**src/sfp_pkg.sv**
```systemverilog
// Package with command codes, address fields, timing and carrier types of the flash sequencer.
package sfp_pkg;
   localparam logic [7:0] OP_SECTOR_ERASE = 8'h7C;
   localparam logic [7:0] OP_CHIP_ERASE_0 = 8'hC7;
   localparam logic [7:0] OP_CHIP_ERASE_1 = 8'h94;
   localparam logic [7:0] OP_CHIP_ERASE_2 = 8'h80;
   localparam logic [7:0] OP_CHIP_ERASE_3 = 8'h9A;
   localparam logic [7:0] OP_PROG_BUF1 = 8'h82;
   localparam logic [7:0] OP_PROG_BUF2 = 8'h85;
   localparam logic [7:0] OP_PROT_0 = 8'h3D;
   localparam logic [7:0] OP_PROT_1 = 8'h2A;
   localparam logic [7:0] OP_PROT_2 = 8'h7F;
   localparam logic [7:0] OP_PROT_ENABLE = 8'hA9;
   localparam logic [7:0] OP_PROT_DISABLE = 8'h9A;
   localparam logic [7:0] PROT_BYTE_SET = 8'hFF;
   localparam logic [7:0] PROT_BYTE_CLEAR = 8'h00;
   // Page-address top bit positions in the 24-bit address field per page mode.
   localparam int PA_TOP_528 = 21;
   localparam int PA_TOP_512 = 20;
   localparam int PA_WIDTH = 12;
   localparam int BFA_WIDTH_528 = 10;
   localparam int BFA_WIDTH_512 = 9;
   localparam int BUF_SIZE_528 = 528;
   localparam int BUF_SIZE_512 = 512;
   localparam int NUM_SECTORS = 16;
   localparam int SEC0_SUB_BITS = 5;
   localparam int SEC0A_HI = 7;
   localparam int SEC0A_LO = 6;
   localparam int SEC0B_HI = 5;
   localparam int SEC0B_LO = 4;
   localparam int ADDR_BYTES = 3;
   localparam int CMD_BYTES = 4;
   localparam int CLK_PERIOD_NS = 4;
   // Self-timed operation times, in microseconds.
   localparam int SECTOR_ERASE_TIME_US = 100;
   localparam int WHOLE_ARRAY_ERASE_TIME_US = 1000;
   localparam int ERASE_PROGRAM_PAGE_TIME_US = 40;
   localparam int SECTOR_ERASE_CYC = SECTOR_ERASE_TIME_US * 1000 / CLK_PERIOD_NS;
   localparam int WHOLE_ARRAY_ERASE_CYC = WHOLE_ARRAY_ERASE_TIME_US * 1000 / CLK_PERIOD_NS;
   localparam int ERASE_PROGRAM_PAGE_CYC = ERASE_PROGRAM_PAGE_TIME_US * 1000 / CLK_PERIOD_NS;
   localparam int REFUSED_CYC = 1;

   typedef enum logic [2:0] {
      SFP_OP_NONE,
      SFP_OP_SECTOR_ERASE,
      SFP_OP_CHIP_ERASE,
      SFP_OP_PAGE_PROGRAM
   } sfp_op_e;

   // One buffer write as it leaves the link towards the buffer SRAM.
   typedef struct packed {
      logic buf_sel;
      logic [9:0] addr;
      logic [7:0] data;
   } sfp_bufwr_s;

   // One self-timed job handed to the array engine.
   typedef struct packed {
      sfp_op_e op;
      logic [3:0] sector;
      logic sub_b;
      logic [PA_WIDTH-1:0] page;
      logic buf_sel;
      logic [NUM_SECTORS:0] erase_mask;
   } sfp_job_s;
endpackage

```
**src/sfp_seq.sv**
```systemverilog
// Serial flash command decoder and sequencer for erase, program-through-buffer and protection.
//
// What this block does
// [RQ1] Opcode 7C erases exactly one of 16 sectors.
// [RQ2] 528 mode sector 0a/0b: nine page bits used.
// [RQ3] 528 mode sectors 1-15: top four page bits.
// [RQ4] 512 mode sector 0a/0b: bits 20..12 used.
// [RQ5] 512 mode sectors 1-15: bits 20..17 used.
// [RQ6] Sector from top page bits, 0a/0b below.
// [RQ7] Select rise starts sector erase, busy shown.
// [RQ8] Chip erase is C7, 94, 80, 9A.
// [RQ9] Chip erase takes no address, ignores extra whole bytes.
// [RQ10] Select rise then starts chip erase, busy shown.
// [RQ11] Chip erase skips protected or locked sectors.
// [RQ12] Write-protect during chip erase applies afterwards.
// [RQ13] Opcode 82 uses buffer 1, 85 buffer 2.
// [RQ14] 528 mode: 12 page bits, 10 buffer bits.
// [RQ15] 512 mode: 12 page bits, 9 buffer bits.
// [RQ16] Data bytes fill buffer onward, wrapping to zero.
// [RQ17] Select rise erases page then programs, busy shown.
// [RQ18] 3D 2A 7F A9 turns protection on.
// [RQ19] 3D 2A 7F 9A turns off unless write-protect.
// [RQ20] Protection on refuses protected sector operations.
// [RQ21] Status shows protection enabled and its source.
// [RQ22] Host frames four command bytes within select.
// [RQ23] Sixteen protection bytes, FF protected, 00 not.
// [RQ24] Sector 0 byte: bits 7,6 for 0a, 5,4 for 0b.
// [RQ25] Write-protect pin enables protection; pin-only ends.
// [RQ26] Bytes MSB first, address bytes assembled in order.
// [RQ27] Refused request finishes unchanged, busy still clears.
`timescale 1ns/1ps
`default_nettype none
module sfp_seq
   import sfp_pkg::*;
#(
   parameter int SECTOR_CYC = SECTOR_ERASE_CYC,
   parameter int CHIP_CYC = WHOLE_ARRAY_ERASE_CYC,
   parameter int PAGE_CYC = ERASE_PROGRAM_PAGE_CYC,
   parameter int FIFO_DEPTH = 16
) (
   // Clock and reset
   input wire logic CLK_I,
   input wire logic RESET_N_I,
   // Serial link pins
   input wire logic CS_N_I,
   input wire logic SCK_I,
   input wire logic SI_I,
   input wire logic WP_N_I,
   // Configuration and nonvolatile state
   input wire logic PAGE_512_I,
   input wire logic [8*NUM_SECTORS-1:0] PROT_REG_I,
   input wire logic [NUM_SECTORS-1:0] LOCKDOWN_I,
   // Buffer write stream
   output logic BUF_WR_VALID_O,
   input wire logic BUF_WR_READY_I,
   output logic [$bits(sfp_bufwr_s)-1:0] BUF_WR_O,
   // Array engine request
   output logic JOB_VALID_O,
   output logic [$bits(sfp_job_s)-1:0] JOB_O,
   // Status
   output logic BUSY_N_O,
   output logic STATUS_BUSY_O,
   output logic STATUS_PROT_EN_O,
   output logic STATUS_PROT_SW_O,
   output logic STATUS_REFUSED_O,
   output logic OVERRUN_O
);
   typedef enum logic [2:0] {
      ST_IDLE,
      ST_OPCODE,
      ST_ADDR,
      ST_DATA,
      ST_CMD,
      ST_SKIP
   } sfp_link_e;

   // Two-flop synchronisers for every pin.
   logic [3:0] pin_meta_r;
   logic [3:0] pin_sync_r;
   logic sck_d_r;
   logic cs_d_r;
   always_ff @(posedge CLK_I) begin
      if (!RESET_N_I) begin
         pin_meta_r <= 4'hF;
         pin_sync_r <= 4'hF;
         sck_d_r <= 1'b0;
         cs_d_r <= 1'b1;
      end else begin
         pin_meta_r <= {CS_N_I, SCK_I, SI_I, WP_N_I};
         pin_sync_r <= pin_meta_r;
         sck_d_r <= pin_sync_r[2];
         cs_d_r <= pin_sync_r[3];
      end
   end
   wire cs_n = pin_sync_r[3];
   wire sck = pin_sync_r[2];
   wire si = pin_sync_r[1];
   wire wp_on = !pin_sync_r[0];
   wire sck_rise = sck && !sck_d_r && !cs_n;
   wire cs_rise = cs_n && !cs_d_r;
   wire cs_fall = !cs_n && cs_d_r;

   function automatic logic prot_of(input logic [7:0] b, input logic is0, input logic sub_b);
      if (!is0) begin
         return b == PROT_BYTE_SET; // see [RQ23]
      end
      return sub_b ? (b[SEC0B_HI] && b[SEC0B_LO]) : (b[SEC0A_HI] && b[SEC0A_LO]); // see [RQ24]
   endfunction

   // Serial shift state.
   sfp_link_e st_r;
   logic [7:0] shift_r;
   logic [2:0] bit_cnt_r;
   logic [1:0] byte_cnt_r;
   logic [7:0] opcode_r;
   logic [23:0] addr_r;
   logic [2:0] cmd_tail_r;
   logic cmd_ok_r;
   logic [9:0] buf_ptr_r;
   logic data_seen_r;
   wire byte_done = sck_rise && bit_cnt_r == 3'h7;
   wire [7:0] byte_in = {shift_r[6:0], si}; // see [RQ26]

   // Protection and engine state.
   logic prot_sw_r;
   logic busy_r;
   logic [31:0] busy_cnt_r;
   logic refused_r;
   logic job_valid_r;
   sfp_job_s job_r;
   logic prot_en_r;
   logic overrun_r;

   // Decoded address fields, per page mode.
   wire [PA_WIDTH-1:0] page_addr_bits = PAGE_512_I ? addr_r[PA_TOP_512 -: PA_WIDTH]
                                                   : addr_r[PA_TOP_528 -: PA_WIDTH]; // see [RQ14] see [RQ15]
   wire [9:0] buffer_byte_addr_bits = PAGE_512_I ? {1'b0, addr_r[BFA_WIDTH_512-1:0]}
                                                 : addr_r[BFA_WIDTH_528-1:0];
   wire [9:0] buf_last = PAGE_512_I ? 10'(BUF_SIZE_512 - 1) : 10'(BUF_SIZE_528 - 1);
   // Only the top nine page bits matter for a sector erase; lower bits are ignored.
   wire [3:0] sec_num = page_addr_bits[PA_WIDTH-1 -: 4]; // see [RQ3] see [RQ5]
   wire [SEC0_SUB_BITS-1:0] sec0_sub = page_addr_bits[PA_WIDTH-5 -: SEC0_SUB_BITS]; // see [RQ2] see [RQ4]
   wire sec_sub_b = sec_num == 4'h0 && sec0_sub != '0; // see [RQ6]
   wire [3:0] job_sector = opcode_r == OP_SECTOR_ERASE ? sec_num : page_addr_bits[PA_WIDTH-1 -: 4];
   wire job_sub_b = opcode_r == OP_SECTOR_ERASE ? sec_sub_b : (page_addr_bits[PA_WIDTH-5 -: 5] != '0);
   wire tgt_prot = prot_en_r && prot_of(PROT_REG_I[8*job_sector +: 8], job_sector == 4'h0, job_sub_b); // see [RQ20]
   wire is_prog_op = opcode_r == OP_PROG_BUF1 || opcode_r == OP_PROG_BUF2; // see [RQ13]
   wire addr_op = opcode_r == OP_SECTOR_ERASE || is_prog_op;
   wire cmd_op = opcode_r == OP_CHIP_ERASE_0 || opcode_r == OP_PROT_0;

   // Chip erase mask: bit per sector 1..15 plus 0a (bit 0) and 0b (bit 16).
   logic [NUM_SECTORS:0] chip_mask;
   always_comb begin
      chip_mask = '0;
      for (int s = 1; s < NUM_SECTORS; s++) begin
         chip_mask[s] = !(prot_en_r && prot_of(PROT_REG_I[8*s +: 8], 1'b0, 1'b0)) && !LOCKDOWN_I[s]; // see [RQ11]
      end
      chip_mask[0] = !(prot_en_r && prot_of(PROT_REG_I[7:0], 1'b1, 1'b0)) && !LOCKDOWN_I[0];
      chip_mask[NUM_SECTORS] = !(prot_en_r && prot_of(PROT_REG_I[7:0], 1'b1, 1'b1)) && !LOCKDOWN_I[0];
   end

   // Buffer write FIFO: never stalls the source; when full it drops bytes and flags overrun.
   sfp_bufwr_s wr_word;
   logic fifo_in_ready;
   logic fifo_out_valid;
   logic [$bits(sfp_bufwr_s)-1:0] fifo_out_data;
   wire wr_push = st_r == ST_DATA && byte_done && !busy_r; // see [RQ16]
   assign wr_word = '{buf_sel: opcode_r == OP_PROG_BUF2, addr: buf_ptr_r, data: byte_in};
   sfp_fifo #(.WIDTH($bits(sfp_bufwr_s)), .DEPTH(FIFO_DEPTH)) u_fifo (
      .clk_i(CLK_I),
      .reset_n_i(RESET_N_I),
      .in_valid_i(wr_push),
      .in_ready_o(fifo_in_ready),
      .in_data_i(wr_word),
      .out_valid_o(fifo_out_valid),
      .out_ready_i(BUF_WR_READY_I || !BUF_WR_VALID_O),
      .out_data_o(fifo_out_data)
   );
   wire fifo_pop = fifo_out_valid && (BUF_WR_READY_I || !BUF_WR_VALID_O);

   always_ff @(posedge CLK_I) begin
      if (!RESET_N_I) begin
         BUF_WR_VALID_O <= 1'b0;
         BUF_WR_O <= '0;
      end else if (BUF_WR_READY_I || !BUF_WR_VALID_O) begin
         BUF_WR_VALID_O <= fifo_out_valid;
         BUF_WR_O <= fifo_out_data;
      end
   end

   // Serial link decoding.
   always_ff @(posedge CLK_I) begin
      if (!RESET_N_I) begin
         st_r <= ST_IDLE;
         shift_r <= 8'h00;
         bit_cnt_r <= 3'h0;
         byte_cnt_r <= 2'h0;
         opcode_r <= 8'h00;
         addr_r <= 24'h000000;
         cmd_tail_r <= 3'h0;
         cmd_ok_r <= 1'b0;
         buf_ptr_r <= 10'h000;
         data_seen_r <= 1'b0;
         overrun_r <= 1'b0;
      end else begin
         if (sck_rise) begin
            shift_r <= byte_in;
            bit_cnt_r <= bit_cnt_r + 3'h1;
         end
         if (wr_push && !fifo_in_ready) begin
            overrun_r <= 1'b1;
         end
         if (cs_fall) begin
            st_r <= ST_OPCODE;
            bit_cnt_r <= 3'h0;
            byte_cnt_r <= 2'h0;
            cmd_tail_r <= 3'h0;
            cmd_ok_r <= 1'b1;
            data_seen_r <= 1'b0;
         end else if (cs_n) begin
            st_r <= ST_IDLE;
         end else if (byte_done) begin
            unique case (st_r)
               ST_OPCODE: begin
                  opcode_r <= byte_in;
                  byte_cnt_r <= 2'h0;
                  if (byte_in == OP_SECTOR_ERASE || byte_in == OP_PROG_BUF1 || byte_in == OP_PROG_BUF2) begin
                     st_r <= ST_ADDR;
                  end else if (byte_in == OP_CHIP_ERASE_0 || byte_in == OP_PROT_0) begin
                     st_r <= ST_CMD;
                  end else begin
                     st_r <= ST_SKIP;
                  end
               end
               ST_ADDR: begin
                  addr_r <= {addr_r[15:0], byte_in}; // see [RQ26]
                  byte_cnt_r <= byte_cnt_r + 2'h1;
                  if (byte_cnt_r == 2'(ADDR_BYTES - 1)) begin
                     st_r <= ST_DATA;
                     buf_ptr_r <= PAGE_512_I ? {1'b0, addr_r[0], byte_in} : {addr_r[1:0], byte_in};
                  end
               end
               ST_DATA: begin
                  data_seen_r <= 1'b1;
                  buf_ptr_r <= buf_ptr_r >= buf_last ? 10'h000 : buf_ptr_r + 10'h001; // see [RQ16]
               end
               ST_CMD: begin
                  cmd_tail_r <= cmd_tail_r + 3'h1;
                  if (opcode_r == OP_CHIP_ERASE_0) begin
                     unique case (cmd_tail_r)
                        3'h0: cmd_ok_r <= cmd_ok_r && byte_in == OP_CHIP_ERASE_1; // see [RQ8]
                        3'h1: cmd_ok_r <= cmd_ok_r && byte_in == OP_CHIP_ERASE_2;
                        3'h2: cmd_ok_r <= cmd_ok_r && byte_in == OP_CHIP_ERASE_3;
                        default: ;
                     endcase
                  end else begin
                     unique case (cmd_tail_r)
                        3'h0: cmd_ok_r <= cmd_ok_r && byte_in == OP_PROT_1;
                        3'h1: cmd_ok_r <= cmd_ok_r && byte_in == OP_PROT_2;
                        3'h2: shift_r <= byte_in;
                        default: ;
                     endcase
                  end
                  if (cmd_tail_r == 3'(CMD_BYTES - 2)) begin
                     st_r <= ST_SKIP; // see [RQ9]
                  end
               end
               default: ;
            endcase
         end
      end
   end

   // Fourth protection byte is kept so the select rise can act on it.
   logic [7:0] prot_code_r;
   always_ff @(posedge CLK_I) begin
      if (!RESET_N_I) begin
         prot_code_r <= 8'h00;
      end else if (st_r == ST_CMD && byte_done && cmd_tail_r == 3'(CMD_BYTES - 2)) begin
         prot_code_r <= byte_in;
      end
   end

   wire full_cmd = cmd_ok_r && cmd_tail_r == 3'(CMD_BYTES - 1) && bit_cnt_r == 3'h0;
   wire full_addr = st_r == ST_DATA || (st_r == ST_IDLE && byte_cnt_r == 2'(ADDR_BYTES));
   wire go_sector = cs_rise && !busy_r && opcode_r == OP_SECTOR_ERASE && full_addr;
   wire go_prog = cs_rise && !busy_r && is_prog_op && full_addr;
   wire go_chip = cs_rise && !busy_r && opcode_r == OP_CHIP_ERASE_0 && full_cmd;
   wire go_prot = cs_rise && !busy_r && opcode_r == OP_PROT_0 && full_cmd;
   wire sw_on = go_prot && prot_code_r == OP_PROT_ENABLE; // see [RQ18]
   wire sw_off = go_prot && prot_code_r == OP_PROT_DISABLE && !wp_on; // see [RQ19]
   // A protected target, or a locked one for a sector erase, runs no job but still shows a short busy period.
   wire refuse_now = (go_sector || go_prog) && (tgt_prot || (go_sector && LOCKDOWN_I[job_sector]));

   // Write-protect takes effect at once unless a chip erase runs; then it waits for completion.
   always_ff @(posedge CLK_I) begin
      if (!RESET_N_I) begin
         prot_sw_r <= 1'b0;
         prot_en_r <= 1'b0;
      end else begin
         prot_sw_r <= sw_on ? 1'b1 : (sw_off ? 1'b0 : prot_sw_r);
         if (busy_r && job_r.op == SFP_OP_CHIP_ERASE) begin // see [RQ12]
            prot_en_r <= prot_en_r;
         end else begin
            prot_en_r <= wp_on || (sw_on ? 1'b1 : (sw_off ? 1'b0 : prot_sw_r)); // see [RQ25]
         end
      end
   end

   // Self-timed engine sequencing; a refused job still runs its busy period shortened.
   always_ff @(posedge CLK_I) begin
      if (!RESET_N_I) begin
         busy_r <= 1'b0;
         busy_cnt_r <= 32'h0000_0000;
         refused_r <= 1'b0;
         job_valid_r <= 1'b0;
         job_r <= '0;
      end else begin
         job_valid_r <= 1'b0;
         if (go_sector || go_prog || go_chip) begin
            busy_r <= 1'b1; // see [RQ7] see [RQ10] see [RQ17]
            refused_r <= refuse_now; // see [RQ27]
            job_valid_r <= !refuse_now;
            job_r.op <= go_chip ? SFP_OP_CHIP_ERASE : (go_sector ? SFP_OP_SECTOR_ERASE : SFP_OP_PAGE_PROGRAM);
            job_r.sector <= job_sector; // see [RQ1]
            job_r.sub_b <= job_sub_b;
            job_r.page <= page_addr_bits;
            job_r.buf_sel <= opcode_r == OP_PROG_BUF2;
            job_r.erase_mask <= chip_mask;
            if (refuse_now) begin
               busy_cnt_r <= 32'(REFUSED_CYC);
            end else begin
               busy_cnt_r <= go_chip ? 32'(CHIP_CYC) : (go_sector ? 32'(SECTOR_CYC) : 32'(PAGE_CYC));
            end
         end else if (busy_r) begin
            busy_cnt_r <= busy_cnt_r - 32'h0000_0001;
            if (busy_cnt_r == 32'h0000_0001) begin
               busy_r <= 1'b0;
            end
         end
      end
   end

   always_ff @(posedge CLK_I) begin
      if (!RESET_N_I) begin
         JOB_VALID_O <= 1'b0;
         JOB_O <= '0;
         BUSY_N_O <= 1'b1;
         STATUS_BUSY_O <= 1'b0;
         STATUS_PROT_EN_O <= 1'b0;
         STATUS_PROT_SW_O <= 1'b0;
         STATUS_REFUSED_O <= 1'b0;
         OVERRUN_O <= 1'b0;
      end else begin
         JOB_VALID_O <= job_valid_r;
         JOB_O <= job_r;
         BUSY_N_O <= !busy_r;
         STATUS_BUSY_O <= busy_r;
         STATUS_PROT_EN_O <= prot_en_r; // see [RQ21]
         STATUS_PROT_SW_O <= prot_sw_r;
         STATUS_REFUSED_O <= refused_r;
         OVERRUN_O <= overrun_r;
      end
   end
endmodule
`default_nettype wire

```
**src/sfp_fifo.sv**
```systemverilog
// Parameterised synchronous FIFO with valid/ready on both sides.
`timescale 1ns/1ps
`default_nettype none
module sfp_fifo #(
   parameter int WIDTH = 19,
   parameter int DEPTH = 16
) (
   // Clock and reset
   input wire logic clk_i,
   input wire logic reset_n_i,
   // Fill side
   input wire logic in_valid_i,
   output logic in_ready_o,
   input wire logic [WIDTH-1:0] in_data_i,
   // Drain side
   output logic out_valid_o,
   input wire logic out_ready_i,
   output logic [WIDTH-1:0] out_data_o
);
   localparam int AW = $clog2(DEPTH);
   logic [WIDTH-1:0] mem_r [DEPTH];
   logic [AW-1:0] wr_ptr_r;
   logic [AW-1:0] rd_ptr_r;
   logic [AW:0] count_r;
   wire push = in_valid_i && in_ready_o;
   wire pop = out_valid_o && out_ready_i;

   assign in_ready_o = count_r != (AW+1)'(DEPTH);
   assign out_valid_o = count_r != '0;
   assign out_data_o = mem_r[rd_ptr_r];

   always_ff @(posedge clk_i) begin
      if (push) begin
         mem_r[wr_ptr_r] <= in_data_i;
      end
   end

   always_ff @(posedge clk_i) begin
      if (!reset_n_i) begin
         wr_ptr_r <= '0;
         rd_ptr_r <= '0;
         count_r <= '0;
      end else begin
         wr_ptr_r <= push ? wr_ptr_r + AW'(1) : wr_ptr_r;
         rd_ptr_r <= pop ? rd_ptr_r + AW'(1) : rd_ptr_r;
         count_r <= count_r + (AW+1)'(push) - (AW+1)'(pop);
      end
   end
endmodule
`default_nettype wire

```
**config.mk**
```make
export PLATFORM = sky130hd
export DESIGN_NAME = sfp_seq
export DESIGN_NICKNAME = d
export VERILOG_FILES = /design/src/sfp_pkg.sv /design/src/sfp_seq.sv /design/src/sfp_fifo.sv
export SDC_FILE = /design/constraint.sdc
export NUM_CORES = 1
export LEC_CHECK = 0
export ABC_AREA = 1
export BUFFER_PORTS_ARGS = -buffer_cell sky130_fd_sc_hd__buf_4
export CORE_UTILIZATION = 45
export DETAILED_ROUTE_END_ITERATION = 12
export HOLD_SLACK_MARGIN = 0.08
export PLACE_DENSITY_LB_ADDON = 0.3
export SETUP_SLACK_MARGIN = 0.05
export SLEW_MARGIN = 10
export SYNTH_ARGS = -nofsm -noshare
export SYNTH_HDL_FRONTEND = slang
export SYNTH_SLANG_ARGS = --single-unit
```
**constraint.sdc**
```tcl
create_clock -name CLK_I -period 4.43 [get_ports CLK_I]
set_input_delay 0.2215 -clock CLK_I [delete_from_list [all_inputs] [get_ports CLK_I]]
set_output_delay 0.2215 -clock CLK_I [all_outputs]
set_load 0.005 [all_outputs]
```
* Yosys cells after proc, flatten, opt, wreduce, memory -nomap -nowiden
Memories as Yosys holds them, arrays and structs flattened. A register that Yosys moved wholly into a read port is not among the register bits.
Index checks and enable logic that the tools add are counted.
** Cells by class
- Add/subtract/negate cells :: 9
- $lt $le $gt $ge :: 2
- Equality and inequality tests :: 51
- Shift-type cells :: 1
- Mux-type cells :: 48
- Bitwise gates (word level) :: 3
- Reductions and logical operators :: 154
** Operator list (number)
- $eq 8x8->1 const B :: 27
- $shiftx 128x8->8 :: 1
- $logic_and 1x1->1 :: 75
- $mux 32 :: 2
- $mux 8 :: 7
- $logic_not 1->1 :: 42
- $mux 10 :: 4
- $mux 18 :: 2
- $eq 32x1->1 const B :: 1
- $sub 32x1->32 const B :: 1
- $eq 8x6->1 const B :: 3
- $eq 8x7->1 const B :: 3
- $mux 1 :: 20
- $pmux 10 s2 :: 1
- $reduce_and 4->1 :: 4
- $eq 3x2->1 const B :: 5
- $mux 15 :: 1
- $reduce_bool 5->1 :: 3
- $mux 12 :: 1
- $add 10x1->10 const B :: 1
- $ge 10x10->1 :: 1
- $logic_or 1x1->1 :: 10
- $reduce_and 5->1 :: 2
- $reduce_bool 2->1 :: 5
- other kinds (29) :: 46
** Storage, ports and cells
- Register bits :: 213
- Bits in writable memories :: 304
- Output and inout port bits :: 65
- Memories kept :: 1
** Memories
- u_fifo.mem_r :: depth 16, bits a word 19, read ports 1, clocked after Yosys merged registers in 1, write ports 1, line sfp_fifo.sv:21 : logic [WIDTH-1:0] mem_r [DEPTH];

* Depth between registers and ports, before layout
Gate-level depths: netlist of run 1.
- Depth in word-level cells :: 11
- Mapped depth :: 17

* Modules after synthesis
From an unflattened synthesis of run 1, not the netlist that was laid out.
** Second synthesis, totals
- Cells, all modules :: 2763
- Area, all modules :: 23846.6 um2
** By module, submodules not included
- sfp_fifo :: times used 1, cells an instance 1360, area an instance 13942.1 um2
- sfp_seq :: times used 1, cells an instance 1403, area an instance 9904.5 um2

* Worst setup path after synthesis of run 1
No wires, ideal clock.
- Path type :: register to register
- Start point :: reg pin_sync_r[3]
- End point :: mem u_fifo.mem_r[11][0], enable pin
- Arrival :: 2.147 ns
- Required time :: 4.035 ns
- Slack :: 1.888 ns
- Cell stages (with the launch flop) :: 10
- Buffers on the path :: 0
- Period minus slack after synthesis :: 2.542 ns
- Cells stage by stage :: dfxtp_1 nor2_1 nand2_1 inv_2 nand2_2 inv_1 nand3_1 nor2_1 nand3_1 nor2_1
** On the way
- Longest elaborated chain between the ends :: 8
** Ends and longest elaborated chain
- start, declared :: line sfp_seq.sv:79 : logic [3:0] pin_sync_r;
- start signal, assigned :: line sfp_seq.sv:90 : pin_sync_r <= pin_meta_r;
- $logic_not 1->1 :: line sfp_seq.sv:99 : wire sck_rise = sck && !sck_d_r && !cs_n;
- $logic_and 1x1->1 :: line sfp_seq.sv:99
- $logic_and 1x1->1 :: line sfp_seq.sv:121 : wire byte_done = sck_rise && bit_cnt_r == 3'h7;
- $logic_and 1x1->1 (2 in series) :: line sfp_seq.sv:167 : wire wr_push = st_r == ST_DATA && byte_done && !busy_r;
- $logic_and 1x1->1 :: line sfp_fifo.sv:25 : wire push = in_valid_i && in_ready_o;
- $mux 1 :: line sfp_fifo.sv:33 : if (push) begin
- $mux 1 (not written as such) :: line sfp_fifo.sv:34 : mem_r[wr_ptr_r] <= in_data_i;
- end, declared :: line sfp_fifo.sv:21
Every way passes these cells.

* Worst setup path after layout of run 1
- Start point :: reg pin_sync_r[3]
- End point :: mem u_fifo.mem_r[12][12], enable pin
The elaborated chain is that of the path after synthesis.

==> results.md, run 1 <==
* Max cap viols at 0
* Cell area after synthesis at about 23000 um^2
* CP Capture Type: flop
* Post-synthesis instance total at 2355
* Drt first pass iters at 5
* Avg Cell Area, Syn at 9.598 um^2
* Layout cells sized above 1 at 16.01%
* Setup ws final at 1267 ps
* Number of global-route vias before repair at around 18k
* RSZ-0062 raised after global routing: no
* Clock Latency Late Sink at 630 ps
* Sequential share of the synthesized area at 59.96%
* Initial antenna violation count at 0
* Total negative slack at 0 ps
* Final setup viols at 0
* Die width at 226.1 um
* Place WS at 1277 ps
* Total Routing Usage GR at 25.00%
* GR Overflow Total at 0
* Clock Tree Root: clkbuf_16
* Area growth from synthesis to layout at 18.59%
* Final hold violations at 0
* Measured slew at the worst slew-check pin at approximately 1200 ps
* Finished Core Util at 54.42%
* H-tree levels at 2
* DRC at 0
* Outcome: completed
* Die H at 226.1 um
* Hold WC Path Type: input port to flop
* Top_reg_cell synth: edfxtp_1
* CTS sink cnt at ~530
* Die ar. at between 50000 and 60000 um^2
* Seq cells post-synth at 525
* Skew final at 43.73 ps
* Syn Nets at 2538
* P per Cell Area at between 400 and 500 nW/um^2
* Overall power at ~12 mW
* Critical Path AT at 3410 ps
* Leakage at roughly 11 nW
* Commonest cells after routing, fill and taps aside: nor2_1, edfxtp_1, nand2_1, o21ai_0, buf_4
* FP Rows at 81
* CP max FO at 19
* Reg area at 13560 um^2
* Final Max Tran Viols at 0
* WL final at 63380 um
* Routability cong. at 1.015
* Crit path launch type: flop
* Pin count of the biggest net entering global routing at 88
* Number of I/O port buffers at 215
* VDD IR max at 0.0002915 V
* Io pins at 217
* Post-synth EDFFs at 304
* Global-route wire length before repair at 98310 um
* Ys Warns at 0
* Most common cell after layout, fill and taps aside: nor2_1
* Crit share post-route at 71.39%
* Iter 0 DRT Violations at 1991
* Crit Path Class: flop to flop
* HPWL after DPL at 41910 um
* Clock Pin Slew Worst Setup and Hold Paths at ~60 ps
* Initial Utilization at 45.89%
* CP required at 4670 ps
* Filler Cell Count at 4365
* Fmax at about 320 MHz
* Area of the core at 49250 um^2
* Wirelength per Cell at 19.42 um
* Via-to-Cell Ratio at 5.565
* Netlist cell types at 50
* Slew HR at between 10% and 20%
* TritonCTS clock tree: yes
* Nets@finish at 2736
* Tmin final at 3163 ps
* Diodes inserted at 0
* Synth async-reset ratio at 0%
* Final ANT Viol Nets at 0
* Via count at 18.16k
* Multi-input gate area in the final layout at about 7700 um^2
* Number of buffers created by CTS at 54
* Placed Area at between 20000 and 25000 um^2
* Finished layout cell area at around 27000 um^2
* CTS Buffer Depth at 3
==> critical path, cell delays in order, from the launching register on <==
cell	delay, ps
dfxtp_1	340
nor2_1	110
nand2_1	260
inv_2	220
nand2_2	110
inv_1	80
nand3_1	90
nor2_1	400
nand2_1	310
nor2_2	860
==> sequential cells by signal, summed over array words and instances, names as in the netlist, 2 cells and up <==
register / count
BUF_WR_O: 19
JOB_O: 33
addr_r: 22
bit_cnt_r: 3
buf_ptr_r: 10
busy_cnt_r: 32
byte_cnt_r: 2
cmd_tail_r: 3
job_r: 33
opcode_r: 8
pin_meta_r: 4
pin_sync_r: 4
prot_code_r: 8
shift_r: 7
st_r: 3
u_fifo.count_r: 5
u_fifo.mem_r: 304
u_fifo.rd_ptr_r: 4
u_fifo.wr_ptr_r: 4
==> metrics by stage <==
step                      hold slack (ps)  std cells
after floorplan                     328.1       2355
after global placement              397.0       3134
after detailed placement            396.7       3134
after CTS                           83.79       3263
after global routing                119.6       3263
final                               105.2       3263
==> final cells by class <==
cell class | count | share of cell area, %
clock buffer | 67 | 5.377
clock inverter | 35 | 1.368
inverter | 199 | 2.791
multi-input combinational | 1498 | 28.83
sequential | 525 | 50.58
tap | 664 | 3.099
timing repair buffer | 275 | 7.954
==> path summary, 6_finish.rpt <==
path             startpoint              endpoint  slack (ps)  cells after the start
max           pin_sync_r[3]  u_fifo.mem_r[12][12]        1270                      9
min          BUF_WR_READY_I        BUF_WR_VALID_O         110                      5
max reg2reg   pin_sync_r[3]  u_fifo.mem_r[12][12]        1270                      9
min reg2reg   pin_meta_r[0]         pin_sync_r[0]         410                      1
==> metal layers <==
metal	global-route usage (%)	vias up	part of all wire [%]
met1	31.86	8669	41
met2	42.60	806	48
li1	-	8565	-
met4	9.808	0	3.4
met5	0	-	0
met3	3.864	120	7.6
==> synth_stat cells (8+ instances only) <==
cell	n	area, um^2
nor3_1	30	150.1
nand3_1	154	770.7
nor2_2	8	50.05
dfxtp_1	221	4424
clkbuf_1	93	349.1
edfxtp_1	304	9129
nand2_2	11	68.82
inv_1	189	709.4
or2_2	11	68.82
nor2_1	348	1306
o21ai_0	283	1416
buf_2	15	75.07
ha_1	30	375.4
nand2_1	288	1081
xor2_1	22	192.7
nand4_1	30	187.7
a21oi_1	93	465.5
o221ai_1	52	455.4
xnor2_1	12	105.1
o211ai_1	29	217.7
inv_2	10	37.54
o311ai_1	10	87.58
o22ai_1	27	168.9
buf_4	12	90.09
==> logic make-up after synthesis <==
logic type	after synthesis	synth area share, %
buffers and inverters	332	6.028
AND/OR/NAND/NOR	909	17.48
other	1	0.01659
adder cells (fa/ha/maj)	31	1.749
XOR/XNOR	34	1.317
AO/OA/AOI/OAI	523	13.45
flip-flops	525	59.96
==> where the power goes <==
group / leakage, nW / internal (mW) / switching (mW) / total, mW
Sequential: 4.65 / 5.21 / 0.123 / 5.34
Combinational: 5.11 / 0.743 / 1.43 / 2.17
Clock: 0.884 / 2.67 / 1.96 / 4.64
==> timing repair <==
action | 4_1_cts | 5_1_grt
setup buffers | 0 | 0
hold endpoints to repair | 19 | 0
resized for setup | 0 | 0
setup endpoints to repair | 0 | 0
hold buffers | 27 | 0
(Power assumes the default switching activity.)
==> inputs of run 2 (changes only) <==
==> constraint.sdc (replaced) <==
create_clock -name CLK_I -period 3.2 [get_ports CLK_I]
set_input_delay 0.16 -clock CLK_I [delete_from_list [all_inputs] [get_ports CLK_I]]
set_output_delay 0.16 -clock CLK_I [all_outputs]
set_load 0.005 [all_outputs]
==> run 2 against run 1 <==
  * Flip-flop and latch count unchanged
  * Clock skew up 4.6 ps
  * Register-to-register slack worse by 870 ps
  * Cell area up 1.7%
  * Critical path depth up 2
  * Final cell count up 1.1%
  * Sequential power up 37%
  * Via count down 0.45%
  * Non-clock buffer count up 39
  * Worst setup slack worse by 870 ps
  * Hold slack better by 26 ps
  * Core utilization up 0.93 points
==> results.md, run 2 (synthesis results as in run 1) <==
* Outcome: completed
* FP Rows at 81
* Final hold violations at 0
* CP Capture Type: flop
* Critical Path AT at about 3400 ps
* Met1 Wirelength at between 20000 and 30000 um
* TritonCTS clock tree: yes
* GR Overflow Total at 0
* Filler Cell Count at 4377
* Via count at 18.08k
* P per Cell Area at 628.0 nW/um^2
* CP max FO at 31
* Most common cell after layout, fill and taps aside: nor2_1
* Placed Area at 24960 um^2
* Final setup viols at 0
* Nets@finish at between 2k and 3k
* Crit path launch type: flop
* Hold Path Origin: LOCKDOWN_I[10]
* Iter 0 DRT Violations at 1601
* Number of I/O port buffers at around 220
* Crit Path Class: flop to flop
* Tmin final at about 2800 ps
* Die width at about 230 um
* CTS Buffer Depth at 3
* Hold WC Path Type: input port to flop
* CP required at ~3800 ps
* Wire length on met3 at 3991 um
* Commonest cells after routing, fill and taps aside: nor2_1, edfxtp_1, nand2_1, o21ai_0, buf_4
* Slew HR at 26.57%
* Total negative slack at 0 ps
* DRC at 0
* Initial antenna violation count at 0
* Die H at 226.1 um
* Place WS at 618.8 ps
* Area growth from synthesis to layout at 20.62%
* Clock Tree Root: clkbuf_16
* Total Routing Usage GR at about a quarter
* Io pins at around 220
* Overall power at approximately 17 mW
* Hold EP: job_r[10]
* Number of global-route vias before repair at about 18k
* WL final at 63070 um
* Clock Latency Late Sink at 630 ps
* Leakage at approximately 11 nW
* Initial Utilization at 45.89%
* Finished Core Util at around 55%
* Final ANT Viol Nets at 0
* Routability cong. at between 1 and 1.5
* Clock Pin Slew Worst Setup and Hold Paths at ~60 ps
* Crit share post-route at 87.54%
* Area of the core at 49250 um^2
* R2r setup slk at roughly 400 ps
* Pin count of the biggest net entering global routing at 79
* Worst hold stages at 4
* Number of buffers created by CTS at 54
* Finished layout cell area at 27260 um^2
* Global-route wire length before repair at 97650 um
* Number of flip-flops in the largest register at approximately 300
* Setup ws final at approximately 400 ps
* Max cap viols at 0
* Die ar. at 51130 um^2
* Fmax at 357.0 MHz
* Skew final at 48.31 ps
* HPWL after DPL at 43050 um
* RR Startpoint: cmd_tail_r[0]
* Drt first pass iters at 8
* CTS sink cnt at 525
* Reg-to-reg critical path endpoint: job_r[13]
* Largest reg by FF count: u_fifo.mem_r
* R2R depth at 11
* Via-to-Cell Ratio at 5.478
* H-tree levels at 2
* Wirelength per Cell at 19.11 um
* Measured slew at the worst slew-check pin at 1100 ps
* Max layer used: met4
* Layout cells sized above 1 at 16.62%
* Top flop regs: u_fifo.mem_r x304, JOB_O x33, job_r x33
* RSZ-0062 raised after global routing: no
* VDD IR max at 0.0004120 V
* Final Max Tran Viols at 0
* Diodes inserted at 0
* WL met2 at roughly 30000 um
## run 2: cell types whose count changed in the layout (fill, tap and decap cells not counted)
| cell | before | now |
|---|---|---|
| buf_12 | 0 | 3 |
| clkbuf_8 | 2 | 5 |
| clkinvlp_4 | 4 | 5 |
| buf_4 | 248 | 271 |
| bufinv_16 | 6 | 9 |
| inv_16 | 1 | 0 |
| dlygate4sd3_1 | 27 | 40 |
| clkinv_2 | 17 | 5 |
| clkbuf_16 | 55 | 54 |
| clkinv_16 | 1 | 2 |
| clkbuf_1 | 10 | 12 |
| inv_6 | 0 | 1 |
| clkinv_8 | 0 | 1 |
## run 2: area by class of cell
type,count,area (um^2),area share [%]
multi-input combinational,1498,7727,28.34
sequential,525,13560,49.73
timing repair buffer,314,2495,9.151
tap,664,830.8,3.047
inverter,199,748.2,2.744
clock buffer,71,1465,5.374
clock inverter,29,439.2,1.611
## run 2: power breakdown
group          total, mW  switching, mW  internal, mW
combinational       3.13           2.04          1.08
clock               6.66           2.68          3.97
sequential          7.34          0.118          7.22
total               17.1           4.85          12.3
## run 2: through the flow
step | hold slack (ps) | instances
floorplan | 266.6 | 2355
global placement | 349.1 | 3160
detailed placement | 352.2 | 3160
CTS | 101.6 | 3300
global route | 143.1 | 3300
finish | 131.3 | 3300
## run 2: worst max path at each step
stage	to	depth (start not counted)	start	slack [ps]
finish	job_r[13]	11	cmd_tail_r[0]	400
detailed placement	u_fifo.count_r[4]	14	pin_sync_r[3]	620
global route	job_r[13]	12	st_r[2]	190
floorplan	u_fifo.mem_r[11][0]	9	pin_sync_r[3]	660
CTS	job_r[13]	11	cmd_tail_r[0]	380
global placement	u_fifo.mem_r[4][3]	10	pin_sync_r[3]	650
## run 2: critical path: stages (launching register included)
cell and delay (ps):
dfxtp_1 330, ha_1 210, ha_1 190, nand4_1 100, nor2_1 60, nand3_1 260
nand2_2 170, inv_2 280, buf_4 390, nand3_1 120, o21ai_0 90, dlygate4sd3_1 560
## run 2: timing repair
item	4_1_cts	5_1_grt
endpoints found under the hold margin	61	0
hold buffers	40	0
setup buffers	0	0
resized for setup	0	0
## run 2: metal layers
layer / up-vias / global-route usage (%)
met1: 8538 / 31.66
li1: 8609 / -
met4: 0 / 11.18
met3: 133 / 3.044
met2: 798 / 42.27
met5: - / 0
